File: config.mk
export PLATFORM = sky130hd
export DESIGN_NAME = sfc_top
export DESIGN_NICKNAME = d
export VERILOG_FILES = /design/src/verilog/sfc_pkg.sv /design/src/verilog/sfc_top.sv
export SDC_FILE = /design/constraint.sdc
export NUM_CORES = 2
export LEC_CHECK = 0
export BUFFER_PORTS_ARGS = -buffer_cell sky130_fd_sc_hd__buf_2
export CAP_MARGIN = 10
export CORE_MARGIN = 2
export CORE_UTILIZATION = 55
export DETAILED_ROUTE_END_ITERATION = 10
export GPL_ROUTABILITY_DRIVEN = 0
export PLACE_DENSITY = 0.75
export SLEW_MARGIN = 40
export SYNTH_ARGS = -nofsm -noshare
export SYNTH_HDL_FRONTEND = slang
export SYNTH_SLANG_ARGS = --single-unit
File: constraint.sdc
create_clock -name pclk -period 32 [get_ports pclk]
set_clock_uncertainty 0.05 [all_clocks]
set_input_delay 4.8 -clock pclk [delete_from_list [all_inputs] [get_ports pclk]]
set_output_delay 4.8 -clock pclk [all_outputs]
set_load 0.005 [all_outputs]
File: src/verilog/sfc_pkg.sv
// Constants and types shared by the shading correction block
package sfc_pkg;
  // ----------------------------------------------------------------
  // Image and knot grid geometry
  // ----------------------------------------------------------------
  localparam int IMG_W = 64; // Pixels per line
  localparam int IMG_H = 32; // Lines per frame
  localparam int CELL = 16; // Pixels between two knots
  localparam int GW = 5; // Knots per row
  localparam int GH = 3; // Knot rows
  localparam int KN = GW * GH; // Knots in one data set
  localparam int PW = 8; // Pixel width
  localparam logic [7:0] FF_UNITY = 8'h80; // Flat level meaning gain 1
  localparam logic [7:0] PIX_MAX = 8'hFF; // Saturation level
  localparam int SHD_SLOTS = 16; // Non-volatile shading slots
  localparam int GAIN_SLOTS = 8; // Gain slots, 0 is factory default
  localparam int FIFO_D = 4; // Output buffer depth
  // ----------------------------------------------------------------
  // APB register map
  // ----------------------------------------------------------------
  localparam logic [7:0] REG_CTRL = 8'h00; // Settings
  localparam logic [7:0] REG_CMD = 8'h04; // Write-one command pulses
  localparam logic [7:0] REG_STAT = 8'h08; // Read-only state
  localparam int CTRL_EN = 0; // shading_fix_enable
  localparam int CTRL_SEL = 4; // shading_slot_select, 4 bits
  localparam int CTRL_BOOT = 8; // shading_boot_slot, 4 bits
  localparam int CTRL_GSEL = 12; // gain_map_slot_select, 3 bits
  localparam int CMD_BUILD = 0; // shading_build_cmd
  localparam int CMD_STORE = 1; // shading_store_cmd
  localparam int CMD_RECALL = 2; // shading_recall_cmd
  localparam int CMD_GBUILD = 3; // gain_map_build_cmd
  localparam int CMD_GSTORE = 4; // gain_map_store_cmd
  localparam int CMD_GRECALL = 5; // gain_map_recall_cmd
  localparam int ST_BUSY = 0; // Copy engine running
  localparam int ST_BLD = 1; // Shading build pending or running
  localparam int ST_GBLD = 2; // Gain build pending or running
  localparam logic [31:0] CTRL_RST = 32'h0000_0000; // Settings at reset
  // ----------------------------------------------------------------
  // Copy engine operations
  // ----------------------------------------------------------------
  typedef enum logic [2:0] {
    OP_IDLE, OP_SHD_ST, OP_SHD_LD, OP_GN_ST, OP_GN_LD
  } sfc_op_e;
endpackage

File: src/verilog/sfc_top.sv
// Flat field shading correction: pixel path, data store, APB slave
//
// Functional notes
// - Corrected level is original over flat level
// - Build request captures next single frame
// - Flat grid expanded by bilinear interpolation
// - Correction applied only while enable is on
// - Sixteen flat slots chosen by slot select
// - Generated data volatile, lost at reset
// - Store copies active data into selected slot
// - Recall copies selected slot into active store
// - Boot slot setting ranges zero to fifteen
// - Gain build values active at once, volatile
// - Gain store overwrites selected gain slot
// - Gain recall replaces active gain values
// - Gain slots: default plus one to seven
`timescale 1ns/1ps
`default_nettype none

// ------------------------------------------------------------------
// Small output FIFO
// ------------------------------------------------------------------
module sfc_fifo #(
  parameter int WIDTH = 8,
  parameter int DEPTH = 4
) (
  input wire logic pclk,
  input wire logic presetn,
  input wire logic in_valid,
  output logic in_ready,
  input wire logic [WIDTH-1:0] in_data,
  output logic out_valid,
  input wire logic out_ready,
  output logic [WIDTH-1:0] out_data
);
  localparam int AW = $clog2(DEPTH);
  typedef struct packed {
    logic [AW-1:0] wp; // Write pointer
    logic [AW-1:0] rp; // Read pointer
    logic [AW:0] cnt; // Words held
    logic room; // Space for one more word
    logic nemp; // At least one word held
  } sfc_fifo_s;
  sfc_fifo_s cur_ff, nxt_ff;
  logic [WIDTH-1:0] mem [DEPTH]; // Storage, no reset needed
  logic push, pop;

  // Flags are registered, so the handshake ports come from flip-flops
  assign in_ready = cur_ff.room;
  assign out_valid = cur_ff.nemp;
  assign out_data = mem[cur_ff.rp];
  assign push = in_valid & in_ready;
  assign pop = out_valid & out_ready;

  // Pointer and count update
  always_comb begin
    nxt_ff = cur_ff;
    if (push) begin
      nxt_ff.wp = cur_ff.wp + 1'b1;
    end
    if (pop) begin
      nxt_ff.rp = cur_ff.rp + 1'b1;
    end
    nxt_ff.cnt = cur_ff.cnt + (AW+1)'(push) - (AW+1)'(pop);
    nxt_ff.room = (nxt_ff.cnt != (AW+1)'(DEPTH));
    nxt_ff.nemp = (nxt_ff.cnt != '0);
  end

  // State register
  always_ff @(posedge pclk or negedge presetn) begin
    if (!presetn) begin
      cur_ff <= '0;
      cur_ff.room <= 1'b1; // Empty buffer accepts at once
    end else begin
      cur_ff <= nxt_ff;
    end
  end

  // Data storage
  always_ff @(posedge pclk) begin
    if (push) begin
      mem[cur_ff.wp] <= in_data;
    end
  end
endmodule // sfc_fifo

// ------------------------------------------------------------------
// Top level
// ------------------------------------------------------------------
module sfc_top (
  input wire logic pclk,
  input wire logic presetn,
  input wire logic psel,
  input wire logic penable,
  input wire logic pwrite,
  input wire logic [31:0] paddr,
  input wire logic [31:0] pwdata,
  output logic [31:0] prdata,
  output logic pready,
  output logic pslverr,
  input wire logic pix_in_valid,
  output logic pix_in_ready,
  input wire logic pix_in_sof,
  input wire logic [7:0] pix_in_data,
  output logic pix_out_valid,
  input wire logic pix_out_ready,
  output logic [7:0] pix_out_data
);
  typedef logic [sfc_pkg::KN-1:0][7:0] sfc_set_t;
  typedef struct packed {
    logic pready; // APB answer
    logic [31:0] prdata;
    logic pslverr;
    logic en; // shading_fix_enable
    logic [3:0] sel; // shading_slot_select
    logic [3:0] boot; // shading_boot_slot
    logic [2:0] gsel; // gain_map_slot_select
    logic bld; // Shading build armed
    logic gbld; // Gain build armed
    logic grab; // Shading capture in this frame
    logic ggrab; // Gain capture in this frame
    logic [5:0] x; // Next pixel column
    logic [4:0] y; // Next pixel row
    sfc_pkg::sfc_op_e op; // Copy engine operation
    logic [3:0] cslot; // Slot latched for the copy
    logic [3:0] cidx; // Knot being copied
    sfc_set_t act; // Active flat data
    sfc_set_t gain; // Active gain values
    logic s1_v;
    logic [7:0] s1_pix;
    logic [3:0] s1_fx, s1_fy;
    logic [3:0] s1_k; // Upper left knot
    logic s2_v;
    logic [7:0] s2_pix, s2_ff;
    logic s3_v;
    logic [7:0] s3_pix;
  } sfc_regs_s;

  sfc_regs_s cur_ff, nxt_ff;
  sfc_set_t shd_nvm [sfc_pkg::SHD_SLOTS]; // Slots, survive reset
  sfc_set_t gain_nvm [sfc_pkg::GAIN_SLOTS]; // Slot 0 factory default
  logic adv; // Pipeline may advance
  logic shd_we, gain_we; // Slot write strobes

  // Knot index from grid coordinates
  function automatic logic [3:0] knot_idx(input logic [2:0] kx,
                                          input logic [1:0] ky);
    knot_idx = 4'(ky * sfc_pkg::GW + kx);
  endfunction

  // Grid coordinate of a knot sitting on this position, else invalid
  function automatic logic [3:0] knot_pos(input logic [5:0] p,
                                          input int last, input int n);
    if (p[3:0] == 4'h0) begin
      knot_pos = {1'b1, 3'(p >> 4)};
    end else if (int'(p) == last) begin
      knot_pos = {1'b1, 3'(n - 1)};
    end else begin
      knot_pos = 4'h0;
    end
  endfunction

  // Linear blend of two levels, weight out of sixteen
  function automatic logic [11:0] blend(input logic [11:0] a,
                                        input logic [11:0] b,
                                        input logic [3:0] f);
    logic [16:0] s;
    s = 17'(a) * 17'(5'd16 - 5'(f)) + 17'(b) * 17'(f);
    blend = s[15:4];
  endfunction

  // ----------------------------------------------------------------
  // Next state
  // ----------------------------------------------------------------
  always_comb begin
    logic acc, wr, rd_ok, sof_take, take, bset, gset;
    logic [5:0] cx;
    logic [4:0] cy;
    logic [3:0] kxp, kyp;
    logic [11:0] top, bot, mix;
    logic [14:0] quo;
    logic [31:0] rd;
    nxt_ff = cur_ff;
    acc = psel & ~penable & ~cur_ff.pready;
    wr = psel & penable & cur_ff.pready & pwrite;
    rd_ok = 1'b1;
    rd = '0;
    take = pix_in_valid & adv;
    sof_take = take & pix_in_sof;
    // Build commands at this edge; they win over the frame start clear
    bset = wr && paddr[7:0] == sfc_pkg::REG_CMD &&
           pwdata[sfc_pkg::CMD_BUILD];
    gset = wr && paddr[7:0] == sfc_pkg::REG_CMD &&
           pwdata[sfc_pkg::CMD_GBUILD];
    cx = pix_in_sof ? 6'h0 : cur_ff.x;
    cy = pix_in_sof ? 5'h0 : cur_ff.y;
    kxp = knot_pos(cx, sfc_pkg::IMG_W - 1, sfc_pkg::GW);
    kyp = knot_pos(6'(cy), sfc_pkg::IMG_H - 1, sfc_pkg::GH);
    top = '0;
    bot = '0;
    mix = '0;
    quo = '0;
    shd_we = 1'b0;
    gain_we = 1'b0;

    // APB answers one cycle after setup, in the first access cycle, so no access waits
    nxt_ff.pready = acc;
    if (acc) begin
      unique case (paddr[7:0])
        sfc_pkg::REG_CTRL: begin
          rd[sfc_pkg::CTRL_EN] = cur_ff.en;
          rd[sfc_pkg::CTRL_SEL +: 4] = cur_ff.sel;
          rd[sfc_pkg::CTRL_BOOT +: 4] = cur_ff.boot;
          rd[sfc_pkg::CTRL_GSEL +: 3] = cur_ff.gsel;
        end
        sfc_pkg::REG_CMD: begin
          rd = '0;
        end
        sfc_pkg::REG_STAT: begin
          rd[sfc_pkg::ST_BUSY] = (cur_ff.op != sfc_pkg::OP_IDLE);
          rd[sfc_pkg::ST_BLD] = cur_ff.bld | cur_ff.grab;
          rd[sfc_pkg::ST_GBLD] = cur_ff.gbld | cur_ff.ggrab;
        end
        default: begin
          rd_ok = 1'b0;
        end
      endcase
      nxt_ff.prdata = pwrite ? 32'h0 : rd;
      nxt_ff.pslverr = ~rd_ok;
    end

    // Settings written at the completing edge
    if (wr && paddr[7:0] == sfc_pkg::REG_CTRL) begin
      nxt_ff.en = pwdata[sfc_pkg::CTRL_EN];
      nxt_ff.sel = pwdata[sfc_pkg::CTRL_SEL +: 4];
      nxt_ff.boot = pwdata[sfc_pkg::CTRL_BOOT +: 4];
      nxt_ff.gsel = pwdata[sfc_pkg::CTRL_GSEL +: 3];
    end

    // Build arming; the frame start below may consume the flag
    if (wr && paddr[7:0] == sfc_pkg::REG_CMD) begin
      if (pwdata[sfc_pkg::CMD_BUILD]) begin
        nxt_ff.bld = 1'b1;
      end
      if (pwdata[sfc_pkg::CMD_GBUILD]) begin
        nxt_ff.gbld = 1'b1;
      end
      // Copies are refused while one is still running
      if (cur_ff.op == sfc_pkg::OP_IDLE) begin
        nxt_ff.cidx = '0;
        if (pwdata[sfc_pkg::CMD_STORE]) begin
          nxt_ff.op = sfc_pkg::OP_SHD_ST;
          nxt_ff.cslot = cur_ff.sel;
        end else if (pwdata[sfc_pkg::CMD_RECALL]) begin
          nxt_ff.op = sfc_pkg::OP_SHD_LD;
          nxt_ff.cslot = cur_ff.sel;
        end else if (pwdata[sfc_pkg::CMD_GSTORE]) begin
          nxt_ff.op = sfc_pkg::OP_GN_ST;
          nxt_ff.cslot = {1'b0, cur_ff.gsel};
        end else if (pwdata[sfc_pkg::CMD_GRECALL]) begin
          nxt_ff.op = sfc_pkg::OP_GN_LD;
          nxt_ff.cslot = {1'b0, cur_ff.gsel};
        end
      end
    end

    // Copy engine moves one knot per cycle
    unique case (cur_ff.op)
      sfc_pkg::OP_IDLE: begin
      end
      sfc_pkg::OP_SHD_ST: begin
        shd_we = 1'b1;
      end
      sfc_pkg::OP_SHD_LD: begin
        nxt_ff.act[cur_ff.cidx] = shd_nvm[cur_ff.cslot][cur_ff.cidx];
      end
      sfc_pkg::OP_GN_ST: begin
        gain_we = 1'b1;
      end
      sfc_pkg::OP_GN_LD: begin
        nxt_ff.gain[cur_ff.cidx] =
          gain_nvm[cur_ff.cslot[2:0]][cur_ff.cidx];
      end
    endcase
    if (cur_ff.op != sfc_pkg::OP_IDLE) begin
      nxt_ff.cidx = cur_ff.cidx + 4'h1;
      if (cur_ff.cidx == 4'(sfc_pkg::KN - 1)) begin
        nxt_ff.op = sfc_pkg::OP_IDLE;
      end
    end

    // Frame position and capture of knot samples
    if (take) begin
      nxt_ff.x = (cx == 6'(sfc_pkg::IMG_W - 1)) ? 6'h0 : cx + 6'h1;
      nxt_ff.y = (cx == 6'(sfc_pkg::IMG_W - 1)) ? cy + 5'h1 : cy;
      if (sof_take) begin
        nxt_ff.grab = cur_ff.bld;
        nxt_ff.ggrab = cur_ff.gbld;
        nxt_ff.bld = bset;
        nxt_ff.gbld = gset;
      end
      // Only one frame is sampled: the flag drops after its last pixel
      if ((pix_in_sof ? cur_ff.bld : cur_ff.grab) && kxp[3] && kyp[3]) begin
        nxt_ff.act[knot_idx(kxp[2:0], kyp[1:0])] = pix_in_data;
      end
      if ((pix_in_sof ? cur_ff.gbld : cur_ff.ggrab) && kxp[3] && kyp[3]) begin
        nxt_ff.gain[knot_idx(kxp[2:0], kyp[1:0])] = pix_in_data;
      end
      if (cx == 6'(sfc_pkg::IMG_W - 1) && cy == 5'(sfc_pkg::IMG_H - 1)) begin
        nxt_ff.grab = 1'b0;
        nxt_ff.ggrab = 1'b0;
      end
    end

    // Pixel pipeline, all three stages stall together
    if (adv) begin
      nxt_ff.s1_v = take;
      nxt_ff.s1_pix = pix_in_data;
      nxt_ff.s1_fx = cx[3:0];
      nxt_ff.s1_fy = cy[3:0];
      nxt_ff.s1_k = knot_idx(3'(cx >> 4), 2'(cy >> 4));
      // Bilinear expansion of the four surrounding knots
      top = blend({cur_ff.act[cur_ff.s1_k], 4'h0},
                  {cur_ff.act[cur_ff.s1_k + 4'h1], 4'h0},
                  cur_ff.s1_fx);
      bot = blend({cur_ff.act[cur_ff.s1_k + 4'(sfc_pkg::GW)], 4'h0},
                  {cur_ff.act[cur_ff.s1_k + 4'(sfc_pkg::GW + 1)], 4'h0},
                  cur_ff.s1_fx);
      mix = blend(top, bot, cur_ff.s1_fy);
      nxt_ff.s2_v = cur_ff.s1_v;
      nxt_ff.s2_pix = cur_ff.s1_pix;
      nxt_ff.s2_ff = mix[11:4];
      // Divide stage; bypass goes through it too, same latency
      nxt_ff.s3_v = cur_ff.s2_v;
      quo = 15'({cur_ff.s2_pix, 7'h0} / {7'h0, cur_ff.s2_ff});
      if (!cur_ff.en || cur_ff.s2_ff == 8'h0) begin
        nxt_ff.s3_pix = cur_ff.s2_pix;
      end else if (quo > 15'(sfc_pkg::PIX_MAX)) begin
        nxt_ff.s3_pix = sfc_pkg::PIX_MAX;
      end else begin
        nxt_ff.s3_pix = quo[7:0];
      end
    end
  end

  // ----------------------------------------------------------------
  // State register; flat data reset to unity, so unsaved data is lost
  // ----------------------------------------------------------------
  always_ff @(posedge pclk or negedge presetn) begin
    if (!presetn) begin
      cur_ff <= '0;
      cur_ff.act <= {sfc_pkg::KN{sfc_pkg::FF_UNITY}};
      cur_ff.gain <= {sfc_pkg::KN{sfc_pkg::FF_UNITY}};
      cur_ff.sel <= sfc_pkg::CTRL_RST[sfc_pkg::CTRL_SEL +: 4];
      cur_ff.boot <= sfc_pkg::CTRL_RST[sfc_pkg::CTRL_BOOT +: 4];
      cur_ff.op <= sfc_pkg::OP_IDLE;
    end else begin
      cur_ff <= nxt_ff;
    end
  end

  // ----------------------------------------------------------------
  // Slot stores; no reset, they stand for non-volatile memory
  // ----------------------------------------------------------------
  always_ff @(posedge pclk) begin
    if (shd_we) begin
      shd_nvm[cur_ff.cslot][cur_ff.cidx] <= cur_ff.act[cur_ff.cidx];
    end
    if (gain_we) begin
      gain_nvm[cur_ff.cslot[2:0]][cur_ff.cidx] <=
        cur_ff.gain[cur_ff.cidx];
    end
  end

  // ----------------------------------------------------------------
  // Output buffer; a full buffer stalls the pipe and the source
  // ----------------------------------------------------------------
  sfc_fifo #(.WIDTH(sfc_pkg::PW), .DEPTH(sfc_pkg::FIFO_D)) u_fifo (
    .pclk(pclk),
    .presetn(presetn),
    .in_valid(cur_ff.s3_v),
    .in_ready(adv),
    .in_data(cur_ff.s3_pix),
    .out_valid(pix_out_valid),
    .out_ready(pix_out_ready),
    .out_data(pix_out_data)
  );

  assign pix_in_ready = adv;
  assign prdata = cur_ff.prdata;
  assign pready = cur_ff.pready;
  assign pslverr = cur_ff.pslverr;
endmodule // sfc_top
`default_nettype wire

==> results.ini <==
[layout]
final-seq-area_mm2 = 0.0644
area_delta_synth_final_pct = 10.1
fin_util_pct = 61.0
fillers = 12800
final_layout_size_suffix_gt1_share_pct = 23.0
multiInputGateArea_mm2 = 0.0364
nets = 6612

[timing]
slew_headroom_pct = 40.7
drv_slew = 0
finalSetupTns_ns = 0
finalHoldViolCount = 0
fmax_mhz = 34.3
finalCriticalPeriod_ns = 29.13
tightest_slew_ns = 0.889
finalSetupViolCount = 0
post-route-period-util_pct = 91.0
rsz0062_at_grt = false
holdWs_ns = 0.419

[synth]
synthTopCellsByCount = 1952 x edfxtp_1, 768 x mux4_2, 469 x nor2_1, 335 x nand2_1, 287 x inv_1
synth_async_sr_flop_share_pct = 10.5
syn_inst = 6092
seq_area_frac_synth_pct = 62.6
synth_area_leader_cell = edfxtp_1
yosys_register_bits = 2182
synth_area_leaders = edfxtp_1 57%, mux4_2 17%, dfrtp_1 5.2%, ha_1 3.3%, fa_1 2.6%
synthDistinctLibCells = 91
synth_top_area_share_pct = 57.0
yosys_warnings = 0
synth_edf_count = 1952
synthFlopType = edfxtp_1
syn_avg_cell_area_um2 = 16.9
synth_most_common_cell = edfxtp_1
mappedNetlistArea_mm2 = 0.103

[die]
ios = 124
die_h_um = 436
initial_core_util_pct = 55.4
die_w_um = 436
core-area_mm2 = 0.186
rows = 158
die-area_mm2 = 0.190

[setup_path]
cp_slowest_cell = a211oi_4
cp-start-kind = flop
crit_family = compound AO/OA/AOI/OAI gates
endpoint_kind = flop
critPathRequiredTime_ns = 32.66
cp.arrival_ns = 29.78
ff2ff_path_depth = 124
crit_type = flop to flop
critPathMaxFanout = 18
critPathMaxStageDelay_ns = 0.68
path_buf_inv = 5
cp_num_cells = 124

[clock_tree]
postCtsSetupRepairBufs = 0
htree_levels = 4
cts_tree = yes
ctsHoldBuffers = 0
cts_sinks = 2182
cts-root-buf = clkbuf_16
clk_latency_ns = 0.86
clockBufferDepth = 3
cts-resized-gates = 0
numCtsBuffers = 206
path_clk_slew_ns = 0.06

[grt]
antenna_found_initial = 11
overflow = 0
grt_max_degree = 117
grt_pass1_vias = 57600
grt_pass1_wl_um = 382000
grt_usage_pct = 27.1

[flow_run]
drv_cap = 0

[routing]
drt-initial-drc-count = 6736
vias_per_cell = 6.51
firstDrtPassIters = 6
vias = 57200
drtAntennaViolNets = 0
wire_per_inst_um = 29.2
drc = 0
routed_wl_um = 257000

[hold_path]
hold_class = flop to flop
hold_depth = 1

[place]
dp_hpwl_um = 157000
io_buffers = 64

[run_status]
status = finished clean

-- final cells by class --
cell class / instances / area share (%)
tap: 2480 / 2.74
timing repair buffer: 159 / 1.17
clock buffer: 260 / 4.83
clock inverter: 127 / 1.22
multi-input combinational: 3287 / 32.1
antenna: 3 / 0.00663
inverter: 290 / 0.962
sequential: 2182 / 56.9
-- final timing paths --
check / slack (ns) / to / start
max reg2reg: 2.87 / cur_ff[0] / cur_ff[16]
max: 2.87 / cur_ff[0] / cur_ff[16]
max in group asynchronous: 26.62 / cur_ff[291] / presetn
min in group asynchronous: 3.85 / cur_ff[244] / presetn
min reg2reg: 0.42 / cur_ff[21] / cur_ff[42]
min: 0.42 / cur_ff[21] / cur_ff[42]
-- cell families after synthesis --
group           share of synthesized area (%)
flops                                    62.6
simple gates                             4.80
mux                                      19.2
buf+inv                                  2.48
compound gates                           3.75
fa+ha+maj                                5.94
xor+xnor                                 1.17
other cells                           0.00365
-- layout by cell type, fill, tap and decap left out, types with 23 or more instances in the layout --
cell type,instances
a21o_1,45
a21oi_1,214
and2_1,116
buf_2,63
buf_4,52
buf_6,30
clkbuf_1,46
clkbuf_16,208
clkinv_1,39
clkinv_2,52
dfrtp_1,205
edfxtp_1,1952
fa_1,136
ha_1,270
inv_1,287
mux2_2,57
mux2i_1,179
mux4_2,760
nand2_1,332
nand2b_1,23
nor2_1,392
nor2_2,76
nor2b_1,28
nor3_1,24
o21a_1,27
o21ai_0,152
o21bai_1,36
xnor2_1,96
xor2_1,34
-- per-layer routing --
metal	share of wire, %	wire [µm]	vias up	track usage [%]
met4	4.3	11100	4	11.1
met2	49	127000	3233	44.0
met1	37	95200	29700	36.8
met5	0.0082	21	-	0
met3	9.2	23700	581	4.78
li1	-	-	23800	-
-- flip-flops by register name, indices dropped and copies added, names as in the netlist --
| signal | flops |
|---|---|
| cur_ff | 205 |
| prdata | 14 |
| pready | 1 |
| pslverr | 1 |
| shd_nvm | 1920 |
| u_fifo.cur_ff | 7 |
| u_fifo.in_ready | 1 |
| u_fifo.mem | 32 |
| u_fifo.out_valid | 1 |
-- metrics by stage --
step | instance area (µm²) | cells | worst slack [ns]
after global routing | 113000 | 8788 | 0.575
after detailed placement | 106000 | 8393 | 3.13
final | 113000 | 8788 | 2.87
after floorplan | 103000 | 6109 | 6.19
after global placement | 106000 | 8386 | 3.36
after CTS | 113000 | 8780 | 2.96
Power is not shown: default switching activity piles up to over one toggle a cycle in this logic, so the estimate is an artifact.
